--- config.mk ---
export PLATFORM = sky130hd
export DESIGN_NAME = irss_ctrl
export DESIGN_NICKNAME = d
export VERILOG_FILES = /design/src/shared/irss_pkg.sv /design/src/logic/irss_sync.sv /design/src/logic/irss_ctrl.sv
export SDC_FILE = /design/constraint.sdc
export NUM_CORES = 1
export LEC_CHECK = 0
export ABC_AREA = 1
export BUFFER_PORTS_ARGS = -buffer_cell sky130_fd_sc_hd__buf_2
export CAP_MARGIN = 10
export CORE_MARGIN = 8
export CORE_UTILIZATION = 50
export CTS_CLUSTER_SIZE = 40
export DETAILED_ROUTE_END_ITERATION = 8
export PLACE_DENSITY = 0.76
export REMOVE_ABC_BUFFERS = 1
export SLEW_MARGIN = 15
export SYNTH_ARGS = -nofsm -noshare
export SYNTH_HDL_FRONTEND = slang
export SYNTH_HIERARCHICAL = 1
export SYNTH_SLANG_ARGS = --single-unit
--- constraint.sdc ---
create_clock -name ref_clk -period 3.3 [get_ports ref_clk]
set_input_delay 0.495 -clock ref_clk [delete_from_list [all_inputs] [get_ports ref_clk]]
set_output_delay 0.495 -clock ref_clk [all_outputs]
set_load 0.02 [all_outputs]
--- src/shared/irss_pkg.sv ---
// register map, field positions and reset values for interrupt routing and sysref alignment
// Functional notes
// - amp error b select: 0 pin a, 1 pin b
// - delay loop lost select bit 5 routes
// - delay loop locked select bit 4 routes
// - clock mult lost select bit 1 routes
// - clock mult locked select bit 0 routes
// - summary bit 0 ORs all event status
// - writing 1 to summary clears latched events
// - skip count rising sysref edges before aligning
// - jitter event when deviation exceeds tolerance
// - read-only rotation done flag, resets to 1
// - monitor mode flags jitter, never realigns
// - one-shot aligns once, then returns to monitor
// - enable low follows live, high latches/drives/clears
package irss_pkg;
	// register indices; byte address is four times the index
	localparam logic [7:0] IDX_STATUS_JITTER = 8'h24;
	localparam logic [7:0] IDX_EVENT_ENABLE = 8'h22;
	localparam logic [7:0] IDX_STATUS_AMP = 8'h26;
	localparam logic [7:0] IDX_STATUS_CLK = 8'h27;
	localparam logic [7:0] IDX_SEL_JITTER = 8'h28;
	localparam logic [7:0] IDX_SEL_AMP = 8'h2a;
	localparam logic [7:0] IDX_SEL_CLK = 8'h2b;
	localparam logic [7:0] IDX_SUMMARY = 8'h2c;
	localparam logic [7:0] IDX_SKIP = 8'h36;
	localparam logic [7:0] IDX_TOLERANCE = 8'h39;
	localparam logic [7:0] IDX_MODE = 8'h3a;
	// positions in the internal event vector
	localparam int EV_PLL_LOCK = 0;
	localparam int EV_PLL_LOST = 1;
	localparam int EV_DLL_LOCK = 2;
	localparam int EV_DLL_LOST = 3;
	localparam int EV_AMP_B = 4;
	localparam int EV_JITTER = 5;
	localparam int EV_COUNT = 6;
	// bit positions inside the registers
	localparam int BIT_CLK_MULT_LOCKED = 0;
	localparam int BIT_CLK_MULT_LOST = 1;
	localparam int BIT_DELAY_LOCKED = 4;
	localparam int BIT_DELAY_LOST = 5;
	localparam int BIT_AMP_B = 0;
	localparam int BIT_JITTER_SEL = 4;
	localparam int BIT_JITTER_STATUS = 0;
	localparam int BIT_SUMMARY = 0;
	localparam int BIT_ROTATION_DONE = 4;
	localparam int BIT_ONE_SHOT = 1;
	localparam int TOL_W = 7;
	localparam int SKIP_W = 8;
	// reset values
	localparam logic [7:0] RST_ZERO = 8'h00;
	localparam logic RST_ROTATION_DONE = 1'b1;
	localparam int SYSREF_PERIOD_DEF = 32;
endpackage

--- src/logic/irss_sync.sv ---
// two-flop synchroniser for a bundle of asynchronous levels
`timescale 1ns/1ns
module irss_sync #(
	parameter int W = 1
) (
	// clock and reset
	input wire logic clk,
	input wire logic rstN,
	// levels
	input wire logic [W-1:0] d,
	output logic [W-1:0] q
);
	logic [W-1:0] meta_reg;

	// the first stage feeds only the second
	always_ff @(posedge clk or negedge rstN) begin
		if (!rstN) begin
			meta_reg <= '0;
			q <= '0;
		end else begin
			meta_reg <= d;
			q <= meta_reg;
		end
	end
endmodule

--- src/logic/irss_ctrl.sv ---
// interrupt pin routing, event latching and sysref alignment with an ahb-lite register slave
//
// Decided for this implementation: the AHB-Lite register port.
`timescale 1ns/1ns
module irss_ctrl #(
	parameter int SYSREF_PERIOD = irss_pkg::SYSREF_PERIOD_DEF
) (
	// clock and reset
	input wire logic ref_clk,
	input wire logic rst_n,
	// ahb-lite slave
	input wire logic hsel,
	input wire logic [31:0] haddr,
	input wire logic [1:0] htrans,
	input wire logic hwrite,
	input wire logic [2:0] hsize,
	input wire logic [31:0] hwdata,
	input wire logic hready,
	output logic [31:0] hrdata,
	output logic hreadyout,
	output logic hresp,
	// live event conditions, asynchronous
	input wire logic clkMultLocked,
	input wire logic clkMultLost,
	input wire logic delayLoopLocked,
	input wire logic delayLoopLost,
	input wire logic ampErrorB,
	input wire logic sysrefIn,
	// interrupt pins and alignment strobe
	output logic interrupt_out_a_n,
	output logic interrupt_out_b_n,
	output logic alignPulse
);
	logic [1:0] rstPipe_reg;
	logic rstSyncN;
	logic [irss_pkg::EV_COUNT-1:0] syncIn;
	logic [irss_pkg::EV_COUNT-1:0] liveEv;
	logic [irss_pkg::EV_COUNT-1:0] status_reg;
	logic [irss_pkg::EV_COUNT-1:0] eventEnable_reg;
	logic [irss_pkg::EV_COUNT-1:0] pinSel_reg;
	logic [irss_pkg::EV_COUNT-1:0] clrMask;
	logic [irss_pkg::SKIP_W-1:0] skipCount_reg;
	logic [irss_pkg::SKIP_W-1:0] skipLeft_reg;
	logic [irss_pkg::TOL_W-1:0] tolerance_reg;
	logic oneShot_reg;
	logic rotDone_reg;
	logic jitterPulse_reg;
	logic sysrefPrev_reg;
	logic sysrefRise;
	logic [7:0] phase_reg;
	logic [7:0] deviation;
	logic wrPend_reg;
	logic [7:0] wrIdx_reg;
	logic rdSum_reg;
	logic addrPhase;
	logic addrHit;
	logic [7:0] addrIdx;
	logic [7:0] readByte;
	logic [7:0] wrByte;
	logic irqA;
	logic irqB;

	// map the four clock events onto their register bit layout
	function automatic logic [7:0] clkField(input logic [3:0] ev);
		logic [7:0] r;
		r = irss_pkg::RST_ZERO;
		r[irss_pkg::BIT_CLK_MULT_LOCKED] = ev[irss_pkg::EV_PLL_LOCK];
		r[irss_pkg::BIT_CLK_MULT_LOST] = ev[irss_pkg::EV_PLL_LOST];
		r[irss_pkg::BIT_DELAY_LOCKED] = ev[irss_pkg::EV_DLL_LOCK];
		r[irss_pkg::BIT_DELAY_LOST] = ev[irss_pkg::EV_DLL_LOST];
		return r;
	endfunction

	// inverse of clkField
	function automatic logic [3:0] clkBits(input logic [7:0] b);
		logic [3:0] e;
		e[irss_pkg::EV_PLL_LOCK] = b[irss_pkg::BIT_CLK_MULT_LOCKED];
		e[irss_pkg::EV_PLL_LOST] = b[irss_pkg::BIT_CLK_MULT_LOST];
		e[irss_pkg::EV_DLL_LOCK] = b[irss_pkg::BIT_DELAY_LOCKED];
		e[irss_pkg::EV_DLL_LOST] = b[irss_pkg::BIT_DELAY_LOST];
		return e;
	endfunction

	// reset release through two flops, assertion stays asynchronous
	always_ff @(posedge ref_clk or negedge rst_n) begin
		if (!rst_n) begin
			rstPipe_reg <= 2'h0;
		end else begin
			rstPipe_reg <= {rstPipe_reg[0], 1'b1};
		end
	end
	assign rstSyncN = rstPipe_reg[1];

	// event pins and sysref come from other domains
	irss_sync #(.W(irss_pkg::EV_COUNT)) evSync (
		.clk(ref_clk),
		.rstN(rstSyncN),
		.d({sysrefIn, ampErrorB, delayLoopLost, delayLoopLocked, clkMultLost, clkMultLocked}),
		.q(syncIn)
	);
	assign liveEv = {jitterPulse_reg, syncIn[irss_pkg::EV_AMP_B:0]};

	// bus address phase decode
	assign addrPhase = hsel && htrans[1] && hready;
	assign addrHit = (haddr[31:10] == 22'h0) && (haddr[1:0] == 2'h0);
	assign addrIdx = haddr[9:2];
	assign wrByte = hwdata[7:0];

	// register read mux, unmapped and reserved bits read zero
	always_comb begin
		readByte = irss_pkg::RST_ZERO;
		unique case (addrIdx)
			irss_pkg::IDX_EVENT_ENABLE: readByte[irss_pkg::EV_COUNT-1:0] = eventEnable_reg;
			irss_pkg::IDX_SEL_JITTER: readByte[irss_pkg::BIT_JITTER_SEL] = pinSel_reg[irss_pkg::EV_JITTER];
			irss_pkg::IDX_SEL_AMP: readByte[irss_pkg::BIT_AMP_B] = pinSel_reg[irss_pkg::EV_AMP_B];
			irss_pkg::IDX_SEL_CLK: readByte = clkField(pinSel_reg[3:0]);
			irss_pkg::IDX_STATUS_JITTER: readByte[irss_pkg::BIT_JITTER_STATUS] = status_reg[irss_pkg::EV_JITTER];
			irss_pkg::IDX_STATUS_AMP: readByte[irss_pkg::BIT_AMP_B] = status_reg[irss_pkg::EV_AMP_B];
			irss_pkg::IDX_STATUS_CLK: readByte = clkField(status_reg[3:0]);
			irss_pkg::IDX_SUMMARY: readByte[irss_pkg::BIT_SUMMARY] = |status_reg;
			irss_pkg::IDX_SKIP: readByte = skipCount_reg;
			irss_pkg::IDX_TOLERANCE: readByte[irss_pkg::TOL_W-1:0] = tolerance_reg;
			irss_pkg::IDX_MODE: begin
				readByte[irss_pkg::BIT_ROTATION_DONE] = rotDone_reg;
				readByte[irss_pkg::BIT_ONE_SHOT] = oneShot_reg;
			end
			default: readByte = irss_pkg::RST_ZERO;
		endcase
		if (!addrHit) begin
			readByte = irss_pkg::RST_ZERO;
		end
	end

	// zero wait states, always okay; read data registered into the data phase
	always_ff @(posedge ref_clk or negedge rstSyncN) begin
		if (!rstSyncN) begin
			hreadyout <= 1'b0;
			hresp <= 1'b0;
			hrdata <= 32'h0;
			wrPend_reg <= 1'b0;
			wrIdx_reg <= 8'h00;
			rdSum_reg <= 1'b0;
		end else begin
			hreadyout <= 1'b1;
			hresp <= 1'b0;
			wrPend_reg <= addrPhase && hwrite && addrHit;
			rdSum_reg <= addrPhase && !hwrite && addrHit && (addrIdx == irss_pkg::IDX_SUMMARY);
			if (addrPhase) begin
				wrIdx_reg <= addrIdx;
				hrdata <= hwrite ? 32'h0 : {24'h0, readByte};
			end
		end
	end

	// write-one-to-clear mask from status writes and the summary bit
	always_comb begin
		clrMask = '0;
		if (wrPend_reg) begin
			unique case (wrIdx_reg)
				irss_pkg::IDX_STATUS_JITTER: clrMask[irss_pkg::EV_JITTER] = wrByte[irss_pkg::BIT_JITTER_STATUS];
				irss_pkg::IDX_STATUS_AMP: clrMask[irss_pkg::EV_AMP_B] = wrByte[irss_pkg::BIT_AMP_B];
				irss_pkg::IDX_STATUS_CLK: clrMask[3:0] = clkBits(wrByte);
				irss_pkg::IDX_SUMMARY: clrMask = {irss_pkg::EV_COUNT{wrByte[irss_pkg::BIT_SUMMARY]}};
				default: clrMask = '0;
			endcase
		end
	end

	// configuration registers
	always_ff @(posedge ref_clk or negedge rstSyncN) begin
		if (!rstSyncN) begin
			eventEnable_reg <= '0;
			pinSel_reg <= '0;
			skipCount_reg <= irss_pkg::RST_ZERO;
			tolerance_reg <= '0;
		end else if (wrPend_reg) begin
			unique case (wrIdx_reg)
				irss_pkg::IDX_EVENT_ENABLE: eventEnable_reg <= wrByte[irss_pkg::EV_COUNT-1:0];
				irss_pkg::IDX_SEL_JITTER: pinSel_reg[irss_pkg::EV_JITTER] <= wrByte[irss_pkg::BIT_JITTER_SEL];
				irss_pkg::IDX_SEL_AMP: pinSel_reg[irss_pkg::EV_AMP_B] <= wrByte[irss_pkg::BIT_AMP_B];
				irss_pkg::IDX_SEL_CLK: pinSel_reg[3:0] <= clkBits(wrByte);
				irss_pkg::IDX_SKIP: skipCount_reg <= wrByte;
				irss_pkg::IDX_TOLERANCE: tolerance_reg <= wrByte[irss_pkg::TOL_W-1:0];
				default: ;
			endcase
		end
	end

	// status: follows live while disabled, latches while enabled; a new event beats a clear
	always_ff @(posedge ref_clk or negedge rstSyncN) begin
		if (!rstSyncN) begin
			status_reg <= '0;
		end else begin
			for (int i = 0; i < irss_pkg::EV_COUNT; i++) begin
				if (eventEnable_reg[i]) begin
					status_reg[i] <= (status_reg[i] && !clrMask[i]) || liveEv[i];
				end else begin
					status_reg[i] <= liveEv[i];
				end
			end
		end
	end

	// only enabled latched events pull a pin; select 0 is pin a, 1 is pin b
	assign irqA = |(status_reg & eventEnable_reg & ~pinSel_reg);
	assign irqB = |(status_reg & eventEnable_reg & pinSel_reg);

	// pins registered so they never glitch
	always_ff @(posedge ref_clk or negedge rstSyncN) begin
		if (!rstSyncN) begin
			interrupt_out_a_n <= 1'b1;
			interrupt_out_b_n <= 1'b1;
		end else begin
			interrupt_out_a_n <= !irqA;
			interrupt_out_b_n <= !irqB;
		end
	end

	// sysref edge detect on the synchronised copy
	always_ff @(posedge ref_clk or negedge rstSyncN) begin
		if (!rstSyncN) begin
			sysrefPrev_reg <= 1'b0;
		end else begin
			sysrefPrev_reg <= syncIn[irss_pkg::EV_JITTER];
		end
	end
	assign sysrefRise = syncIn[irss_pkg::EV_JITTER] && !sysrefPrev_reg;

	// distance of the edge from the expected phase, either side; period above 256 not supported
	assign deviation = (phase_reg <= 8'(SYSREF_PERIOD / 2)) ? phase_reg : 8'(8'(SYSREF_PERIOD) - phase_reg);

	// expected-edge phase counter, restarted only by an alignment
	always_ff @(posedge ref_clk or negedge rstSyncN) begin
		if (!rstSyncN) begin
			phase_reg <= 8'h00;
		end else if (sysrefRise && oneShot_reg && skipLeft_reg == '0) begin
			// the aligning edge is phase 0, so the cycle after it is 1; a clean period then lands on 0
			phase_reg <= 8'h01;
		end else if (phase_reg == 8'(SYSREF_PERIOD - 1)) begin
			phase_reg <= 8'h00;
		end else begin
			phase_reg <= 8'(phase_reg + 8'h01);
		end
	end

	// monitor mode: flag late or early edges, never touch the phase
	always_ff @(posedge ref_clk or negedge rstSyncN) begin
		if (!rstSyncN) begin
			jitterPulse_reg <= 1'b0;
		end else begin
			jitterPulse_reg <= sysrefRise && !oneShot_reg && (deviation > {1'b0, tolerance_reg});
		end
	end

	// one-shot: skip edges, align once, drop back to monitor; a fresh arm wins over completion
	always_ff @(posedge ref_clk or negedge rstSyncN) begin
		if (!rstSyncN) begin
			oneShot_reg <= 1'b0;
			skipLeft_reg <= irss_pkg::RST_ZERO;
			rotDone_reg <= irss_pkg::RST_ROTATION_DONE;
			alignPulse <= 1'b0;
		end else begin
			alignPulse <= 1'b0;
			if (sysrefRise && oneShot_reg) begin
				if (skipLeft_reg != '0) begin
					skipLeft_reg <= skipLeft_reg - 8'h01;
				end else begin
					oneShot_reg <= 1'b0;
					rotDone_reg <= 1'b1;
					alignPulse <= 1'b1;
				end
			end
			if (wrPend_reg && wrIdx_reg == irss_pkg::IDX_MODE) begin
				oneShot_reg <= wrByte[irss_pkg::BIT_ONE_SHOT];
				if (wrByte[irss_pkg::BIT_ONE_SHOT]) begin
					skipLeft_reg <= skipCount_reg;
					rotDone_reg <= 1'b0;
				end
			end
		end
	end

	logic sumWrite;
	assign sumWrite = wrPend_reg && wrIdx_reg == irss_pkg::IDX_SUMMARY && wrByte[irss_pkg::BIT_SUMMARY];
endmodule

Yosys cells after proc, flatten, opt, wreduce, memory -nomap -nowiden
Index checks and enable logic that the tools add are counted.
W data, S select, Z words.
- output and inout bits: 37
- bits in writable memories: 0
- latch bits: 0
- memories kept: 0
- input port bits: 80
- word-level logic and storage cells: 141
- register bits: 112
- bits in read-only memories: 0
- multiplexer cells: 35
- eq/ne operators: 24
- add/subtract/negate cells: 3
- $lt $le $gt $ge: 2
- shift operators: 0
- multipliers: 0
- divide/modulo/power cells: 0
- reductions and logical operators: 50
- bitwise operators: 4
- operators by type and width (kind ; count):
    $eq A8 B6 Y1 const B ; 22
    $mux W8 ; 9
    $logic_not A22 Y1 ; 1
    $and A6 B6 Y6 ; 3
    $mux W1 ; 18
    $reduce_or A6 Y1 ; 3
    $logic_and A1 B1 Y1 ; 17
    $reduce_and A2 Y1 ; 7
    $logic_not A1 Y1 ; 10
    $pmux W1 S9 ; 1
    $add A8 B1 Y8 const B ; 1
    $eq A8 B5 Y1 const B ; 1
    $gt A8 B7 Y1 ; 1
    $le A8 B5 Y1 const B ; 1
    $logic_not A8 Y1 ; 1
    $pmux W4 S2 ; 1
    $reduce_bool A8 Y1 ; 1
    $sub A6 B8 Y8 const A ; 1
    $sub A8 B1 Y8 const B ; 1
    $pmux W1 S7 ; 1
    $logic_or A1 B1 Y1 ; 6
    $mux W6 ; 1
    $not A6 Y6 ; 1
    $pmux W1 S6 ; 1
    other kinds (7) ; 8

Logic depth before layout (Yosys ltp)
Gate-level depths: netlist of the first run.
- depth in word-level cells: 8
- depth in mapped cells: 16

Cells and area by module
The synthesis of the first run kept the hierarchy.
- by module, submodules not included (module ; area each (um^2) ; times used ; cells an instance ; seq. area each (um^2)):
    irss_ctrl ; 4443.0 ; 1 ; 583 ; 1905.6
    irss_sync ; 300.3 ; 1 ; 12 ; 300.3

Worst setup path after synthesis of the first run
OpenSTA, ideal clock, no wires.
- kind: flip-flop to flip-flop
- start: reg phase_reg[1]
- end: reg jitterPulse_reg
- data required time: 3.223 ns
- cell stages (with the launch flop): 17
- data arrival time: 1.911 ns
- buffers on the path: 0
- slack: 1.312 ns
- path through: dfrtp_1 > inv_1 > ha_1 > nand3_1 > nand2_1 > nand2_1 > inv_1 > nor2_1 > xor2_1 > inv_1 > ha_1 > nand2_1 > o21ai_0 > nand2_1 > nand3_1 > nand2_1 > a21oi_1
- longest elaborated chain between the ends: 4
- elaborated cells on any way between the ends: 5
- those cells by class: add/sub: 1; order compare: 2; mux: 1; reduce/logical: 1
- RTL lines (what ; line ; RTL):
    from (decl) ; irss_ctrl.sv:50 ; logic [7:0] phase_reg;
    from (signal assigned) ; irss_ctrl.sv:242 ; phase_reg <= 8'(phase_reg + 8'h01);
    $sub A6 B8 Y8 / $le A8 B5 Y1 (equally long branches) ; irss_ctrl.sv:230 ; assign deviation = (phase_reg <= 8'(SYSREF_PERIOD / 2)) ? phase_reg : 8'(8'(SYSREF_PERIOD) - phase_reg);
    $mux W8 (*) ; irss_ctrl.sv:230 ;
    $gt A8 B7 Y1 (*) ; irss_ctrl.sv:251 ; jitterPulse_reg <= sysrefRise && !oneShot_reg && (deviation > {1'b0, tolerance_reg});
    $logic_and A1 B1 Y1 (*) ; irss_ctrl.sv:251 ;
    to (signal assigned) ; irss_ctrl.sv:251 ;
    to (decl) ; irss_ctrl.sv:47 ; logic jitterPulse_reg;
Mark *: on every way between the ends. The rest lies on a longest branch, timed or not.
A chain may end at the register's enable or synchronous reset.

Final worst setup path of the first run
- start: reg phase_reg[0]
- end: reg jitterPulse_reg
The elaborated chain is that of the path after synthesis.

==> results.py, run 1 <==
metrics = {
    "critical_path": {
        "ff2ff_path_depth": 16,
        "critical_path.max_fanout": 4,
        "required_ps": 3590,
        "cp-end-kind": "flip-flop",
        "rrSetupSlack_ps": 950,
        "r2r_end": "jitterPulse_reg",
        "critPathKind": "flip-flop to flip-flop",
        "cp_data_arrival_time_ps": 2640,
        "reg2reg_from": "phase_reg[0]",
        "critPathLaunchType": "flip-flop",
    },
    "yosys": {
        "synthMuxAreaShare_pct": 0.3165,
        "synth_cell_types": 41,
        "synth_most_common_cell": "nand2_1",
        "avgSynthCellArea_sq_um": 7.972,
        "synthAdderAreaFrac_pct": 2.638,
        "syn_area_sq_um": 4743,
        "synth_top_family_by_area": "simple AND/OR/NAND/NOR gates",
        "yosysTopAreaCell": "dfrtp_1",
        "synth_compound_area_share_pct": 10.02,
        "yosys.area_share.xor_xnor_pct": 1.846,
        "synthSimpleGateAreaFrac_pct": 28.49,
        "synth-seq-area-share_pct": 46.50,
        "synth_common_cells": "nand2_1, dfrtp_1, nor2_1",
        "synthTopCellsByArea": "dfrtp_1, nand2_1, nor2_1",
        "yosys_warnings": 6,
        "synth_top_area_share_pct": 44.84,
        "synth_edf_count": 0,
        "synth-seq-cells": 88,
        "synthFlopType": "dfrtp_1",
        "syn_inst": 595,
        "async_reset_ff_share_pct": 100.0,
    },
    "hold_path": {
        "holdCritPathClass": "input port to flip-flop",
        "min_from": "sysrefIn",
        "whs_endpoint": "evSync/meta_reg[5]",
        "min_path_cells": 1,
    },
    "power_and_ir_drop": {
        "vdd_drop_max_mv": 0.3008,
        "powerDensity_nw_per_um2": 555.2,
        "p_leak_nw": 2.845,
    },
    "floorplanning": {
        "ioPinCount": 117,
        "fp.dieArea_sq_um": 12860,
        "placementRows": 35,
        "core-area_sq_um": 9240,
        "start_util_pct": 51.33,
        "die_h_um": 113.4,
        "die_w_um": 113.4,
    },
    "grt": {
        "grt_pass1_wl_mm": 18.48,
        "grt_pass1_vias": 3970,
        "grt.overflow.total": 0,
        "grt.total_usage_pct": 17.87,
        "grt_max_degree": 87,
        "grt_antenna_before_repair": 0,
    },
    "sta": {
        "rsz0062_at_grt": "no",
        "finalMaxSlewViolations": 0,
        "worst_pin_slew_ps": 536.0,
        "hold_violations": 0,
        "setup-tns-final_ps": 0,
        "setup_viol": 0,
        "skew_ps": 7.712,
        "fin_crit_ps": 2351,
        "relSlewSlack_pct": 64.18,
        "fmax_mhz": 425.3,
        "min_period_over_period_pct": 71.26,
    },
    "layout": {
        "area_growth_syn_to_layout_pct": 13.06,
        "utilization_pct": 58.04,
        "nets": 755,
        "antenna_cells": 0,
        "fillers": 844,
        "regArea_sq_um": 2210,
        "drive_above_1_share_pct": 17.61,
        "multi_input_area_sq_um": 2156,
    },
    "drt": {
        "ant_nets": 0,
        "vias": 4075,
        "dr.pass1.iters": 5,
        "wl_per_cell_um": 14.13,
        "remaining_drc_errors": 0,
        "routed_wl_mm": 11.29,
        "vias_per_cell": 5.100,
        "drt_iter0_markers": 251,
    },
    "placement": {
        "io_buffers": 63,
        "place_congestion": 0.9193,
        "place_hpwl_mm": 8.627,
    },
    "clocking": {
        "h-tree-depth": 3,
        "cts.clk_slew.worst_paths_ps": 90,
        "cts.sinks": 88,
        "clock_latency_ps": 370,
        "cts-root-buf": "clkbuf_8",
        "cts_tree": "done",
        "post_cts_buffers": 0,
        "clockBufferDepth": 2,
        "numCtsBuffers": 9,
    },
    "flow_run": {
        "maxCapViolations": 0,
    },
    "outcome": {
        "status": "completed",
    },
}
==> logic make-up (layout without fill, tap and decap cells) <==
logic type                 count (synthesis)  after routing
muxes                                      1              1
adders and majority gates                 10             10
xor gates and xnor gates                  10             10
AOI/OAI and AO/OA                         79             79
and+or+nand+nor                          309            309
buffers and inverters                     96            146
other                                      2             27
DFF                                       88             88
==> per-layer routing <==
metal	wire (um)	track usage [%]
met5	0	0
met1	4873	21.91
met3	721	3.011
met2	5393	29.88
met4	303	8.881
==> per-stage QoR <==
stage	total power [mW]	instance area (sq um)	instances	hold slack [ps]	setup WS (ps)
floorplan	1.894	4602	588	199.4	672.7
global placement	2.037	5090	781	280.1	1139
detailed placement	2.085	5090	781	284.2	1066
CTS	2.989	5343	798	218.4	949.0
global route	3.171	5363	799	223.5	654.4
finish	2.977	5363	799	227.6	948.6
==> where the power goes <==
| part | switching (mW) | internal [mW] |
|---|---|---|
| logic | 0.443 | 0.275 |
| clock network | 0.397 | 0.505 |
| registers | 0.140 | 1.22 |
==> worst max-delay path, stage by stage, from the launching register on <==
cell,delay (ps)
dfrtp_1,400
inv_1,130
ha_1,210
nand3_1,100
nand2_1,90
nand2_1,80
inv_1,100
nor2_1,50
xor2_1,130
inv_1,60
ha_1,280
nand2_1,70
o21ai_0,200
nand2_1,80
nand3_1,90
nand2_1,60
a21oi_1,140
==> how the worst max path moves through the flow <==
stage	slack, ps	cells past startpoint	from	to
finish	950	16	phase_reg[0]	jitterPulse_reg
detailed placement	1070	16	phase_reg[0]	jitterPulse_reg
global route	650	16	phase_reg[0]	jitterPulse_reg
CTS	950	16	phase_reg[0]	jitterPulse_reg
global placement	1140	16	phase_reg[0]	jitterPulse_reg
floorplan	670	0	rstPipe_reg[1]	alignPulse
==> what timing repair did <==
action	4_1_cts	5_1_grt
hold buffers	1	0
gates resized for setup	0	0
hold endpoints to repair	2	0
==> cell type report <==
type | instances | area share [%]
timing repair buffer | 66 | 6.580
clock inverter | 7 | 2.217
tap | 129 | 3.010
inverter | 64 | 4.480
clock buffer | 9 | 2.310
sequential | 88 | 41.20
multi-input combinational | 436 | 40.20
==> cell usage in the layout (no fill, tap or decap), types with 7 or more instances in the layout <==
cell type	instances
a21oi_1	13
buf_2	63
clkbuf_8	9
conb_1	27
dfrtp_1	84
ha_1	10
inv_1	61
nand2_1	163
nand3_1	44
nand4_1	7
nor2_1	65
nor3_1	11
o21ai_0	33
o21ai_1	7
o21ai_2	14
xor2_1	7
Power figures use the tool's default switching activity.
==> run 2, diff against run 1 <==
Settings changed: CORE_UTILIZATION 50 to 49, PLACE_DENSITY 0.76 to 0.77.
Clock period 3.3 ns to 2.1 ns, I/O delays scaled along.
==> run 2 against run 1 <==
  * The run now ends with negative setup slack left
  * Fmax rose by 8.2%
  * Sequential share of layout area fell by 0.76 points
  * Hold slack got worse by 180 ps
  * Final cell count rose by 1.9%
  * Largest power group unchanged
  * Combinational power rose by 91%
  * Clock power rose by 21%
  * Register-to-register slack got worse by 1000 ps
  * Power rose by 54%
  * Via count rose by 0.96%
==> results.py, run 2 (same netlist as run 1, synthesis figures left out) <==
metrics = {
    "outcome": {
        "status": "finished, violations left",
        "violations": "negative setup slack",
    },
    "power_and_ir_drop": {
        "vdd_drop_max_mv": 0.4750,
        "powerDensity_nw_per_um2": 840.8,
        "p_seq_share_pct": 46.4,
        "p_switching_mw": 1.682,
        "power_mw": 4.593,
        "p_comb_share_pct": 29.9,
        "p_leak_nw": 2.869,
        "switching_share_pct": 36.62,
        "clock_power_share_pct": 23.7,
        "p_int_mw": 2.911,
    },
    "layout": {
        "mostFrequentLayoutCell": "nand2_1",
        "antenna_cells": 0,
        "utilization_pct": 56.94,
        "area_growth_syn_to_layout_pct": 15.17,
        "nets": 766,
        "drive_above_1_share_pct": 21.29,
        "layout_common_cells": "nand2_1, dfrtp_1, nor2_1, buf_2, inv_1",
    },
    "sta": {
        "min_period_over_period_pct": 103.5,
        "fmax_mhz": 460.1,
        "relSlewSlack_pct": 63.42,
        "rsz0062_at_grt": "yes",
        "finalMaxSlewViolations": 0,
        "setup_viol": 1,
        "hold_violations": 0,
        "worst_pin_slew_ps": 546.6,
        "fin_crit_ps": 2173,
        "setup-tns-final_ps": -73.36,
        "fin_ws_ps": -73.36,
        "skew_ps": 7.690,
    },
    "drt": {
        "routed_wl_mm": 11.50,
        "wl_per_cell_um": 14.12,
        "dr.pass1.iters": 5,
        "drt_iter0_markers": 324,
        "ant_nets": 0,
        "remaining_drc_errors": 0,
        "vias_per_cell": 5.054,
        "vias": 4114,
    },
    "clocking": {
        "clock_latency_ps": 360,
        "cts_tree": "done",
        "cts-root-buf": "clkbuf_8",
        "numCtsBuffers": 9,
        "clockBufferDepth": 2,
        "h-tree-depth": 3,
        "cts.sinks": 88,
        "cts.clk_slew.worst_paths_ps": 90,
    },
    "critical_path": {
        "critPathTopFamily": "simple AND/OR/NAND/NOR gates",
        "required_ps": 2360,
        "cp.buffers_inverters": 1,
        "crit_path_top_delay_cell": "dfrtp_1",
        "cp-end-kind": "flip-flop",
        "critPathKind": "flip-flop to flip-flop",
        "worst_path_largest_cell_delay_ps": 410,
        "crit_chain": "buf_4 > nor3_4 > nand3_1 > or2_2 > a21oi_1 > ha_1 > and3_1 > nand2_1 > nand3_2 > nand2_2 > a21oi_2",
        "critPathLaunchType": "flip-flop",
        "cp_data_arrival_time_ps": 2440,
        "critical_path.max_fanout": 2,
    },
    "floorplanning": {
        "fp.dieArea_sq_um": 13090,
        "die_w_um": 114.4,
        "start_util_pct": 49.44,
        "core-area_sq_um": 9594,
        "placementRows": 36,
        "die_h_um": 114.4,
        "ioPinCount": 117,
    },
    "hold_path": {
        "holdCritPathClass": "input port to flip-flop",
    },
    "grt": {
        "grt_max_degree": 39,
        "grt.total_usage_pct": 17.81,
        "grt_pass1_wl_mm": 18.49,
        "grt.overflow.total": 0,
        "grt_antenna_before_repair": 0,
        "grt_pass1_vias": 3950,
    },
    "flow_run": {
        "maxCapViolations": 0,
    },
    "placement": {
        "place_congestion": 0.9134,
        "place_hpwl_mm": 8.780,
        "io_buffers": 63,
    },
}
-- run 2: power by group through the flow --
stage | Sequential, mW | Combinational (mW) | Clock, mW
6_report | 2.13 | 1.37 | 1.09
3_5_place_dp | 2.14 | 1.20 | 0
4_1_cts | 2.11 | 1.26 | 1.11
2_1_floorplan | 2.12 | 0.856 | 0
5_1_grt | 2.16 | 1.55 | 1.20
3_3_place_gp | 2.14 | 1.14 | 0
-- run 2: worst reg2reg max path: stages, from the launching register on --
cell     delay, ps
dfrtp_1        410
buf_4          160
nor3_4         200
nand3_1        140
or2_2          310
a21oi_1        140
ha_1           260
and3_1         160
nand2_1         90
nand3_2         80
nand2_2         70
a21oi_2         50
-- run 2: path summary, 6_finish.rpt --
kind / startpoint / end / slack, ps / depth (start not counted)
worst max-delay path: phase_reg[1] / jitterPulse_reg / -70 / 11
worst min-delay path: sysrefIn / evSync/meta_reg[5] / 50 / 1
worst max register to register: phase_reg[1] / jitterPulse_reg / -70 / 11
worst min register to register: rstPipe_reg[1] / evSync/meta_reg[5] / 310 / 0
max in group asynchronous: rstPipe_reg[1] / skipCount_reg[0] / 1130 / 1
min in group asynchronous: rst_n / rstPipe_reg[1] / 240 / 2
-- run 2: layout make-up --
cell class / instances / area (sq um)
clock buffers: 9 / 123.9
clock inverters: 7 / 57.56
fillers: 884 / 4131
inverters: 64 / 240.2
multi-input cells: 436 / 2230
flip-flops and latches: 88 / 2210
well taps: 133 / 166.4
repair buffers: 77 / 435.4
-- run 2: metrics by stage --
stage / worst slack, ps / std cells / cell area [sq um] / hold WS [ps]
2_1_floorplan: -527.3 / 588 / 4602 / 19.41
3_3_place_gp: 29.49 / 794 / 5175 / 99.75
3_5_place_dp: -69.80 / 794 / 5175 / 101.8
4_1_cts: 2.172 / 812 / 5393 / 36.70
5_1_grt: -231.7 / 814 / 5463 / 23.14
6_report: -73.36 / 814 / 5463 / 46.88
-- run 2: routing by layer --
layer  share of wire, %  track usage (%)  up-vias
met4                2.0            7.542        0
met5                  0                0        -
met3                7.0            3.534       15
li1                   -                -     2026
met1                 43            22.63     1919
met2                 48            28.85      154
-- run 2: repair_timing --
| item | 4_1_cts | 5_1_grt |
|---|---|---|
| pin swaps | 2 | 8 |
| endpoints found under the hold margin | 2 | 0 |
| hold buffers | 1 | 0 |
| setup endpoints to repair | 1 | 1 |
| buffers inserted | 1 | 2 |
| resized for setup | 5 | 15 |
==> run 3, diff against run 2 <==
Settings changed: CORE_UTILIZATION 49 to 30, PLACE_DENSITY 0.77 to not set.
==> run 3 against run 2 <==
  * The run now ends clean
  * Non-clock buffer count up 1
  * Sequential power hardly changed
  * Sequential share of layout area fell by 1.6 points
  * Critical path depth grew 3
  * Largest power group unchanged
  * Highest routed layer unchanged
==> results.py, run 3 (same netlist as run 1, synthesis figures left out) <==
metrics = {
    "critical_path": {
        "rrSetupSlack_ps": 80,
        "required_ps": 2350,
        "critPathKind": "flip-flop to flip-flop",
        "cp-end-kind": "flip-flop",
        "r2r_end": "jitterPulse_reg",
        "startpoint": "phase_reg[1]",
        "critPathLaunchType": "flip-flop",
        "reg2reg_from": "phase_reg[1]",
        "cp_data_arrival_time_ps": 2270,
        "ff2ff_path_depth": 14,
        "critical_path.max_fanout": 3,
        "critPathCapture": "jitterPulse_reg",
    },
    "grt": {
        "grt_pass1_vias": 3877,
        "grt.total_usage_pct": 12.47,
        "grt_antenna_before_repair": 0,
        "grt_max_degree": 36,
        "grt.overflow.total": 0,
        "grt_pass1_wl_mm": 19.75,
    },
    "sta": {
        "finalMaxSlewViolations": 0,
        "skew_ps": 9.609,
        "min_period_over_period_pct": 96.38,
        "setup_viol": 0,
        "rsz0062_at_grt": "yes",
        "fin_crit_ps": 2024,
        "fmax_mhz": 494.1,
        "hold_violations": 0,
    },
    "power_and_ir_drop": {
        "vdd_drop_max_mv": 0.4161,
        "p_int_mw": 3.374,
        "p_switching_mw": 1.659,
        "p_seq_share_pct": 42.2,
        "p_leak_nw": 2.923,
        "powerDensity_nw_per_um2": 886.1,
        "switching_share_pct": 32.97,
        "clock_power_share_pct": 31.2,
        "p_comb_share_pct": 26.6,
    },
    "placement": {
        "io_buffers": 63,
        "place_congestion": 0.8664,
        "placedCellCount": 881,
        "place_hpwl_mm": 9.273,
    },
    "layout": {
        "mostFrequentLayoutCell": "nand2_1",
        "utilization_pct": 36.29,
        "instances_no_fill": 898,
        "fillers": 1687,
        "layout_common_cells": "nand2_1, dfrtp_1, nor2_1, buf_2, inv_1",
        "antenna_cells": 0,
        "area_growth_syn_to_layout_pct": 19.76,
        "drive_above_1_share_pct": 21.55,
        "nets": 767,
    },
    "hold_path": {
        "holdCritPathClass": "input port to flip-flop",
    },
    "floorplanning": {
        "placementRows": 46,
        "die_h_um": 141.7,
        "ioPinCount": 117,
        "fp.dieArea_sq_um": 20090,
        "die_w_um": 141.7,
        "core-area_sq_um": 15660,
        "start_util_pct": 30.30,
    },
    "drt": {
        "ant_nets": 0,
        "wl_per_cell_um": 13.07,
        "vias_per_cell": 4.317,
        "routed_wl_mm": 11.73,
        "remaining_drc_errors": 0,
        "dr.pass1.iters": 4,
        "drt_iter0_markers": 310,
        "vias": 3877,
    },
    "clocking": {
        "cts.clk_slew.worst_paths_ps": 70,
        "cts-root-buf": "clkbuf_16",
        "h-tree-depth": 3,
        "numCtsBuffers": 9,
        "cts.sinks": 88,
        "clock_latency_ps": 350,
        "clockBufferDepth": 2,
        "post_cts_buffers": 0,
        "cts_tree": "done",
    },
    "outcome": {
        "status": "completed",
    },
    "flow_run": {
        "maxCapViolations": 0,
    },
}
run 3: cell count changes in the layout (fill, tap and decap cells not counted), moves of 2 or more:
cell and change:
clkbuf_8 -6, a21oi_2 +2, clkinv_4 -3, a21oi_1 -2
clkbuf_16 +9
run 3: power groups by stage:
stage | sequential, mW | clock (mW) | combinational, mW
2_1_floorplan | 2.12 | 0 | 0.856
6_report | 2.12 | 1.57 | 1.34
4_1_cts | 2.11 | 1.63 | 1.24
3_5_place_dp | 2.14 | 0 | 1.23
3_3_place_gp | 2.14 | 0 | 1.20
5_1_grt | 2.16 | 1.69 | 1.54
run 3: final cells by class:
class / count / area [sq um] / share of cell area, %
multi-input combinational: 436 / 2223 / 39.14
sequential: 88 / 2210 / 38.90
timing repair buffer: 78 / 442.9 / 7.797
tap: 216 / 270.3 / 4.758
clock buffer: 12 / 266.5 / 4.692
inverter: 64 / 240.2 / 4.229
clock inverter: 4 / 27.53 / 0.4846
run 3: critical path: stages, from the launching register on:
cell and delay [ps]:
dfrtp_1 420, inv_2 100, ha_4 140, nand3_2 70, nand2_2 80, nand2_2 60
buf_4 130, o21ai_1 150, ha_1 280, a21oi_2 170, o21ai_2 70, nand2_1 70
nand3_2 60, nand2_2 80, a21oi_2 40
run 3: layer usage:
| metal | wire [um] | up-vias | track usage (%) |
|---|---|---|---|
| met3 | 665 | 11 | 3.461 |
| met4 | 167 | 0 | 4.240 |
| li1 | - | 2024 | - |
| met5 | 0 | - | 0 |
| met1 | 5619 | 1764 | 16.66 |
| met2 | 5280 | 78 | 18.97 |
run 3: how the worst min path moves through the flow:
stage                    startpoint                  to  depth (start not counted)
CTS                 delayLoopLocked  evSync/meta_reg[2]                          1
global route          clkMultLocked  evSync/meta_reg[0]                          1
finish                clkMultLocked  evSync/meta_reg[0]                          1
global placement              rst_n      rstPipe_reg[0]                          1
floorplan                     rst_n      rstPipe_reg[0]                          0
detailed placement            rst_n      rstPipe_reg[0]                          1
run 3: timing repair:
item / CTS / global route
endpoints found under the setup margin: 1 / 1
pin swaps: 3 / 6
resized for setup: 2 / 18
hold buffers: 1 / 0
endpoints found under the hold margin: 2 / 0
run 3: stage by stage:
stage | setup TNS [ps] | total power [mW] | hold WS (ps) | worst slack [ps] | cell area [sq um]
floorplan | -43770 | 2.976 | 19.41 | -527.3 | 4602
global route | -116.4 | 5.385 | 56.60 | -116.4 | 5680
finish | 0 | 5.033 | 72.68 | 76.08 | 5680
detailed placement | -3.083 | 3.369 | 102.4 | -3.083 | 5309
global placement | -2.904 | 3.345 | 101.9 | -2.904 | 5309
CTS | 0 | 4.989 | 53.79 | 1.563 | 5615
